`config.mk`:
```
export PLATFORM = sky130hd
export DESIGN_NAME = analyzer_clock_reset_lowpower
export DESIGN_NICKNAME = d
export VERILOG_FILES = /design/src/analyzer_clock_reset_lowpower.v
export VERILOG_INCLUDE_DIRS = /design/src
export SDC_FILE = /design/constraint.sdc
export NUM_CORES = 2
export LEC_CHECK = 0
export ABC_CLOCK_PERIOD_IN_PS = 76000
export BUFFER_PORTS_ARGS = -buffer_cell sky130_fd_sc_hd__buf_2
export CAP_MARGIN = 10
export CELL_PAD_IN_SITES_DETAIL_PLACEMENT = 1
export CELL_PAD_IN_SITES_GLOBAL_PLACEMENT = 1
export CORE_AREA = 8 8 405 407
export DETAILED_ROUTE_END_ITERATION = 7
export DIE_AREA = 0 0 413 415
export GPL_TIMING_DRIVEN = 0
export PLACE_DENSITY_LB_ADDON = 0.1
export RECOVER_POWER = 100
export SYNTH_ARGS = -nofsm -noshare
export SYNTH_HDL_FRONTEND = slang
export SYNTH_SLANG_ARGS = --single-unit
```
`constraint.sdc`:
```
create_clock -name clk -period 76 [get_ports clk]
set_input_delay 3.8 -clock clk [delete_from_list [all_inputs] [get_ports clk]]
set_output_delay 3.8 -clock clk [all_outputs]
set_load 0.02 [all_outputs]
```
`src/analyzer_clock_reset_lowpower_defines.vh`:
```
// Constants for the analyzer clock, reset and low-power control block.
//
// Contract
// - Active output is OR of raw bus select, raw self-test, memory busy, run bit.
// - Synchronized select and self-test form internal activity; it picks stop or deny.
// - Clock may stop only when idle: run clear, no access, no memory, no self-test.
// - Bus side and analyzer side are separate clock domains.
// - Reads only while stopped, except current-state values, readable any time.
// - Each functional reset clears only its domain; asserted async, released sync.
// - Bus-domain reset while running disables the analyzer.
// - Test-mode reset clears both domains asynchronously; held high otherwise.
// - Twelve observation groups, each 64 bits wide.
// - Eight external trigger inputs usable as trigger conditions.
// - Seven output actions, including system clock halt and cross-trigger.
// - Trace only while running; pre-trigger trace starts as the run bit sets.
`ifndef ANALYZER_CLOCK_RESET_LOWPOWER_DEFINES_VH
`define ANALYZER_CLOCK_RESET_LOWPOWER_DEFINES_VH

// ============================================================
// Observation interface sizes.
`define NUM_GROUPS        12
`define GROUP_WIDTH       64
`define GROUP_SEL_WIDTH   4
`define NUM_EXT_TRIGGERS  8
`define NUM_ACTIONS       7
`define TIMESTAMP_WIDTH   64
`define NUM_AUTH          4

// ============================================================
// Field positions and reset values.
`define ACTION_HALT_CLOCK 0
`define ACTIONS_RESET     7'h00
`define GROUP_RESET       64'h0000000000000000
`define TIMESTAMP_RESET   64'h0000000000000000

`endif

```
`src/analyzer_clock_reset_lowpower.v`:
```
// Clock, reset and Q-channel low-power control of the embedded logic analyzer.
`timescale 1ns/100ps
`default_nettype none
`include "analyzer_clock_reset_lowpower_defines.vh"

module analyzer_clock_reset_lowpower (
  input  wire                                       clk,
  input  wire                                       analyzer_domain_reset_n,
  input  wire                                       testmode_reset_n,
  input  wire                                       debug_domain_reset_n,
  input  wire                                       quiesce_request_n,
  output reg                                        qchan_accept_n,
  output reg                                        qchan_deny,
  output wire                                       qchan_active_out,
  input  wire                                       debug_bus_select,
  input  wire                                       selftest_request,
  input  wire                                       run_request,
  input  wire                                       pretrigger_action_reg,
  input  wire                                       trace_action,
  input  wire                                       trace_mem_access,
  input  wire [`NUM_AUTH-1:0]                       auth_allow,
  input  wire [`NUM_GROUPS*`GROUP_WIDTH-1:0]        signal_groups,
  input  wire [`NUM_GROUPS-1:0]                     group_sample_enable,
  input  wire [`GROUP_SEL_WIDTH-1:0]                group_select,
  input  wire [`NUM_EXT_TRIGGERS-1:0]               ext_trigger_in,
  input  wire [`NUM_EXT_TRIGGERS-1:0]               ext_trigger_mask,
  input  wire [`NUM_EXT_TRIGGERS-1:0]               ext_trigger_target,
  input  wire [`NUM_ACTIONS-1:0]                    action_request,
  input  wire [`TIMESTAMP_WIDTH-1:0]                timestamp_value_in,
  output reg                                        run_bit,
  output reg                                        trace_active,
  output reg                                        trace_mem_busy,
  output reg  [`GROUP_WIDTH-1:0]                    trace_payload,
  output reg  [`TIMESTAMP_WIDTH-1:0]                trace_timestamp,
  output reg                                        trace_capture,
  output reg                                        ext_trigger_match,
  output reg  [`NUM_ACTIONS-1:0]                    output_actions,
  output wire                                       halt_system_clock_out,
  output reg  [`NUM_AUTH-1:0]                       auth_state
);

  // ============================================================
  // Q-channel states.
  localparam [2:0] Q_RUN     = 3'h1;
  localparam [2:0] Q_STOPPED = 3'h2;
  localparam [2:0] Q_DENIED  = 3'h4;

  // ============================================================
  // Reset release.
  // Test-mode reset and the analyzer reset both clear this domain at once.
  wire       async_clear_n = analyzer_domain_reset_n & testmode_reset_n;
  reg  [1:0] rst_sync;
  wire       rst_n = rst_sync[1];

  // Assertion is asynchronous, release is taken through two stages.
  always @(posedge clk or negedge async_clear_n) begin
    if (!async_clear_n) begin
      rst_sync <= 2'h0;
    end else begin
      rst_sync <= {rst_sync[0], 1'b1};
    end
  end

  // ============================================================
  // Synchronisers for inputs from the bus-clock side.
  // Stage one is only read by stage two to keep metastability contained.
  reg [1:0] sel_sync;
  reg [1:0] mbist_sync;
  reg [1:0] qreq_sync;
  reg [1:0] run_sync;
  reg [1:0] dbgrst_sync;
  reg [`NUM_AUTH-1:0] auth_sync1;

  // The bus domain is a foreign clock here, so all its levels cross twice.
  always @(posedge clk or negedge rst_n) begin
    if (!rst_n) begin
      sel_sync    <= 2'h0;
      mbist_sync  <= 2'h0;
      qreq_sync   <= 2'h3;
      run_sync    <= 2'h0;
      dbgrst_sync <= 2'h3; // Idle level, so no false bus reset follows release.
      auth_sync1  <= 4'h0;
      auth_state  <= 4'h0;
    end else begin
      sel_sync    <= {sel_sync[0], debug_bus_select};
      mbist_sync  <= {mbist_sync[0], selftest_request};
      qreq_sync   <= {qreq_sync[0], quiesce_request_n};
      run_sync    <= {run_sync[0], run_request};
      dbgrst_sync <= {dbgrst_sync[0], debug_domain_reset_n};
      auth_sync1  <= auth_allow;
      auth_state  <= auth_sync1;
    end
  end

  // ============================================================
  // Run bit.
  // A bus-domain reset while running forces the run bit off, and it stays off
  // until software drops its run request, so a stale request cannot restart it.
  // The effective run state is a port of its own, readable at any time.
  reg disabled_by_reset;

  always @(posedge clk or negedge rst_n) begin
    if (!rst_n) begin
      run_bit           <= 1'b0;
      disabled_by_reset <= 1'b0;
    end else begin
      if (!dbgrst_sync[1]) begin
        run_bit           <= 1'b0;
        disabled_by_reset <= run_sync[1];
      end else if (disabled_by_reset) begin
        run_bit           <= 1'b0;
        disabled_by_reset <= run_sync[1];
      end else begin
        run_bit           <= run_sync[1];
      end
    end
  end

  // ============================================================
  // Trace memory busy flag, one cycle per access.
  always @(posedge clk or negedge rst_n) begin
    if (!rst_n) begin
      trace_mem_busy <= 1'b0;
    end else begin
      trace_mem_busy <= trace_mem_access;
    end
  end

  // ============================================================
  // Activity and stop permission.
  // The raw pins feed the active output so the controller sees a bus access
  // before it has even crossed into this domain.
  assign qchan_active_out = debug_bus_select | selftest_request | trace_mem_busy | run_bit;

  wire internal_active = sel_sync[1] | mbist_sync[1];
  wire stop_allowed    = !run_bit && !sel_sync[1] && !trace_mem_busy && !mbist_sync[1];

  // ============================================================
  // Q-channel handshake.
  reg [2:0] q_state;
  reg [2:0] next_q_state;

  // Stop is granted only with no activity at all; anything else is denied.
  always @* begin
    next_q_state = q_state;
    case (q_state)
      Q_RUN: begin
        if (!qreq_sync[1]) begin
          if (internal_active || !stop_allowed) begin
            next_q_state = Q_DENIED;
          end else begin
            next_q_state = Q_STOPPED;
          end
        end
      end
      Q_STOPPED: begin
        if (qreq_sync[1]) begin
          next_q_state = Q_RUN;
        end
      end
      Q_DENIED: begin
        if (qreq_sync[1]) begin
          next_q_state = Q_RUN;
        end
      end
      default: begin
        next_q_state = Q_RUN;
      end
    endcase
  end

  // Answers are registered so they never glitch toward the controller.
  always @(posedge clk or negedge rst_n) begin
    if (!rst_n) begin
      q_state        <= Q_RUN;
      qchan_accept_n <= 1'b1;
      qchan_deny     <= 1'b0;
    end else begin
      q_state        <= next_q_state;
      qchan_accept_n <= !(next_q_state == Q_STOPPED);
      qchan_deny     <= (next_q_state == Q_DENIED);
    end
  end

  // ============================================================
  // Observation sampling, one register per group.
  // Inputs are on this clock already, so no synchroniser is placed here.
  wire [`NUM_GROUPS*`GROUP_WIDTH-1:0] sampled_flat;
  genvar g;
  generate
    for (g = 0; g < `NUM_GROUPS; g = g + 1) begin : grp
      reg [`GROUP_WIDTH-1:0] sample;
      // A group holds its last value while its enable is low.
      always @(posedge clk or negedge rst_n) begin
        if (!rst_n) begin
          sample <= `GROUP_RESET;
        end else if (group_sample_enable[g]) begin
          sample <= signal_groups[g*`GROUP_WIDTH +: `GROUP_WIDTH];
        end
      end
      assign sampled_flat[g*`GROUP_WIDTH +: `GROUP_WIDTH] = sample;
    end
  endgenerate

  // ============================================================
  // Trace, triggers and actions.
  // Selects past the last group read group zero rather than undefined data.
  wire [`GROUP_SEL_WIDTH-1:0] sel_index =
    (group_select < `NUM_GROUPS) ? group_select : {`GROUP_SEL_WIDTH{1'b0}};
  wire trace_on = run_bit & (pretrigger_action_reg | trace_action);

  // Trace and actions are dead from one cycle after the run bit goes low.
  always @(posedge clk or negedge rst_n) begin
    if (!rst_n) begin
      trace_active      <= 1'b0;
      trace_capture     <= 1'b0;
      trace_payload     <= `GROUP_RESET;
      trace_timestamp   <= `TIMESTAMP_RESET;
      ext_trigger_match <= 1'b0;
      output_actions    <= `ACTIONS_RESET;
    end else begin
      trace_active  <= trace_on;
      trace_capture <= trace_on;
      if (trace_on) begin
        trace_payload   <= sampled_flat[sel_index*`GROUP_WIDTH +: `GROUP_WIDTH];
        trace_timestamp <= timestamp_value_in;
      end
      ext_trigger_match <= run_bit &&
        (((ext_trigger_in ^ ext_trigger_target) & ext_trigger_mask) == 8'h00);
      output_actions <= run_bit ? action_request : `ACTIONS_RESET;
    end
  end

  assign halt_system_clock_out = output_actions[`ACTION_HALT_CLOCK];

endmodule
`default_nettype wire

```
* After elaboration in Yosys (flattened, before gate mapping) *
Cells that the tools add are included.

storage, ports and cells
  bits of input ports = 894
  output and inout bits = 148
  register bits after elaboration = 933

operators by class
  muxes and demuxes = 10
  shift-type cells = 1
  equality and inequality tests = 5
  $lt $le $gt $ge = 1
  bitwise gates (word level) = 9
  reductions and logical operators = 13

operator list
  operator            count
  $shiftx 768x11->64  1
  $mux 3              3
  $and 8x8->8         1
  $logic_not 8->1     1
  $xor 8x8->8         1
  $mux 7              1
  $eq 3x2->1 const B  2
  $eq 3x3->1 const B  2
  $logic_not 1->1     6
  $pmux 3 s2          1
  $or 1x1->1          5
  $logic_and 1x1->1   4
  $lt 4x4->1 const B  1
  $mux 1              4
  $mux 4              1
  $eq 3x1->1 const B  1
  $and 1x1->1         2
  $reduce_or 2->1     1
  $logic_or 1x1->1    1

* Logic depth before layout (Yosys ltp) *
  depth after elaboration = 11
  gate-level depth with buffers = 8
  gate-level depth less buffers = 4

* Least setup slack after synthesis *
No wires, ideal clock.

  kind = input -> output
  start point = input selftest_request
  end point = output qchan_active_out
  data required time = 72.200 ns
  path buffers = 0
  setup slack = 67.939 ns
  arrival time = 4.261 ns
  stages = 1
  cell sequence = or3_1

on the way
  cells in the longest elaborated chain, start to end = 3

RTL lines
  item                      line                                 source
  start, declared           analyzer_clock_reset_lowpower.v:16   input wire selftest_request,
  $or 1x1->1 (3 in series)  analyzer_clock_reset_lowpower.v:133  assign qchan_active_out = debug_bus_select | selftest_request | trace_mem_busy | run_bit;
  end, declared             analyzer_clock_reset_lowpower.v:14   output wire qchan_active_out,

No other way between the ends.

==> reports/results.ini <==
[run_status]
outcome=finished, violations left
violations=capacitance limit, slew limit

[setup_path]
criticalPathCategory=flop to asynchronous set/reset pin
endpoint_kind=asynchronous set/reset pin
worst_setup_path_start_kind=flop
worstPathArrival_ns=15.11
path_max_fanout=60
r2r-end=trace_payload[4]
r2r_setup_slack_ns=60.94
cp_data_required_time_ns=76.05
timing.rr.start=rst_sync[1]
worstRegToRegCells=5

[clock_tree]
cts-hold-fix-buffers=0
numCtsBuffers=111
cts_tree=yes
htree_levels=3
cts_root_buffer=clkbuf_16
insertion_delay_ns=0.74
clockBufferDepth=3
clk_pin_slew_ns=0.06
cts.repair.resized=0
post_cts_buffers=0
cts_sinks=933

[grt]
antenna_found_initial=258
grt_pass1_wl_um=282100
grt_pass1_vias=33840
grt_start_max_net_pins=63
grt.overflow.total=0
track_usage=0.2337

[finish]
stdcell_area_sq_mm=0.05298
fill_cells=17160
area_delta_synth_final_pct=28.19
seq_area_sq_mm=0.02335
multi_input_area_sq_mm=0.01693
fin_nets=4957
drive_gt1_frac=0.4714

[detailed_routing]
drtIter0Drc=1558
viasPerCell=4.914
vias=31020
wl_um=206400
ant_nets=0
wl_per_cell_um=32.69
dr.pass1.iters=7
drc=0

[hold_path]
whs_path_depth=0
worstHoldEndpoint=sel_sync[1]
hold_path.class=flop to flop
hold_path.startpoint=sel_sync[0]

[place]
placed_area_sq_mm=0.04965
gp_congestion=0.8298
portBuffers=1026
dpl.hpwl_um=164500

[yosys]
syn_inst=2903
syn_avg_cell_area_sq_um=14.24
postSynth.asyncResetShare=1.000
synth_flop_cell=dfrtp_1
ys_seq_area_frac=0.5651
synth_edf_count=0
syn_nets=3797
synthDistinctLibCells=46
synth.ff_latch_count=933
yosysWarnings=0
synth_area_sq_mm=0.04133

[sta]
worstMarginPinSlew_ns=3.630
period_share=0.1981
slew_headroom=-1.420
worst_clock_skew_ns=0.03061
finalHoldViolations=0
drv_slew=1050
fmax_mhz=66.41
setup_violations=0
tns_ns=0
rsz0062_at_grt=false
finalCriticalPeriod_ns=15.06

[floorplanning]
core_sq_mm=0.1575
fp.dieH_um=415
start_util=0.2625
io_pins=1042
num_rows=146
die_area_sq_mm=0.1714
die_w_um=413

[job]
cap_viol_max_count=26

[pwr]
total_leakage_power_nw=23.51
max-vdd-ir-drop_uv=18.08
cellPowerDensity_mw_per_mm2=25.94

## worst max-delay path, stage by stage, from the launching register on
cell and delay (ns):
dfrtp_1 1.92, clkbuf_1 2.35, clkbuf_1 2.56, clkbuf_1 2.24
clkbuf_1 2.51, clkbuf_1 2.54
## area by class of cell
cell class	instances	area share
well taps	2072	0.04893
inverters	3	0.0002126
repair buffers	1047	0.09487
diodes	83	0.003920
clock buffers	179	0.06464
clock inverters	29	0.007652
flip-flops and latches	933	0.4408
multi-input cells	1727	0.3195
plain buffers	240	0.01944
## synthesized netlist by cell type, types with 9 or more instances
cell         n  share of area
xor2_1       9         0.0019
clkbuf_1   162          0.015
a31oi_1     59         0.0089
a2bb2oi_1   59          0.013
a21o_1      66          0.012
nand4b_1    59          0.013
buf_1       14         0.0013
o22a_1      58          0.012
mux2_2     772           0.21
buf_2       48         0.0058
buf_4       11         0.0020
mux2i_1    185          0.045
nand2_1    195          0.018
nor2_1      13         0.0012
and2_1       9         0.0014
dfrtp_1    927           0.56
a21oi_1     16         0.0019
mux4_2      66          0.036
a221o_1    116          0.028
## report_power, final
part / leakage (nW) / internal [mW] / total [mW] / switching [mW]
combinational: 10.7 / 0.0972 / 0.227 / 0.129
clock: 1.88 / 0.328 / 0.560 / 0.232
sequential: 10.9 / 0.554 / 0.587 / 0.0330
total: 23.5 / 0.980 / 1.37 / 0.394
## worst max-delay path by stage
stage	cells past startpoint	start	slack, ns	end
2_1_floorplan	0	rst_sync[1]	48.08	auth_state[0]
3_3_place_gp	0	rst_sync[1]	32.19	q_state[1]
3_5_place_dp	3	selftest_request	67.74	qchan_active_out
4_1_cts	3	selftest_request	67.74	qchan_active_out
5_1_grt	5	rst_sync[1]	58.02	trace_payload[4]
6_report	5	rst_sync[1]	60.94	trace_payload[4]
## registers in the layout, summed over array words and instances (netlist names), 3 cells and up
register	flops
grp.sample	768
auth_sync1	4
trace_payload	64
q_state	3
auth_state	4
trace_timestamp	64
output_actions	7
## cells in the final DEF (no fill, tap or decap), types with 5 or more instances in the layout
cell,count
mux2i_1,185
xor2_1,9
buf_1,12
a21o_1,66
o22a_1,58
a221o_1,116
dfrtp_1,927
bufinv_16,6
mux4_2,66
a2bb2oi_1,59
clkbuf_8,37
diode_2,83
clkbuf_16,112
nand4b_1,59
buf_6,5
buf_4,9
and2_0,5
nand2_1,195
a21oi_1,16
mux2_2,771
a211oi_1,6
dfstp_2,5
nor2_1,13
a31oi_1,59
buf_2,920
clkbuf_1,369
clkinv_2,16
## through the flow
stage          setup slack, ns  power (mW)  instances  utilization  hold slack (ns)
6_report                 60.94       1.374       6313       0.3364           0.3476
5_1_grt                  58.02       1.434       6262       0.3356           0.3509
4_1_cts                  67.74       1.406       6230       0.3396           0.3487
3_5_place_dp             67.74      0.8351       6022       0.3153           0.3358
3_3_place_gp             32.19      0.8298       6001       0.3115           0.3319
2_1_floorplan            48.08      0.7200       2903            -           0.3312
## logic make-up (layout without fill, tap and decap cells)
family          after synthesis  count (layout)  synth area share
mux                        1023            1023            0.2911
flops                       933             933            0.5651
compound gates              402             402           0.08095
simple gates                292             292           0.03539
buf+inv                     243            1498           0.02543
xor+xnor                      9               9          0.001907
other cells                   1              84        0.00009074
## routing by layer
metal | global-route usage | vias up | share of wire
met4 | 0.06833 | 122 | 0.034
li1 | - | 13280 | -
met3 | 0.07658 | 491 | 0.079
met2 | 0.4034 | 1131 | 0.49
met1 | 0.2763 | 16000 | 0.39
met5 | 0 | - | 0.0036
(Power assumes the default switching activity.)
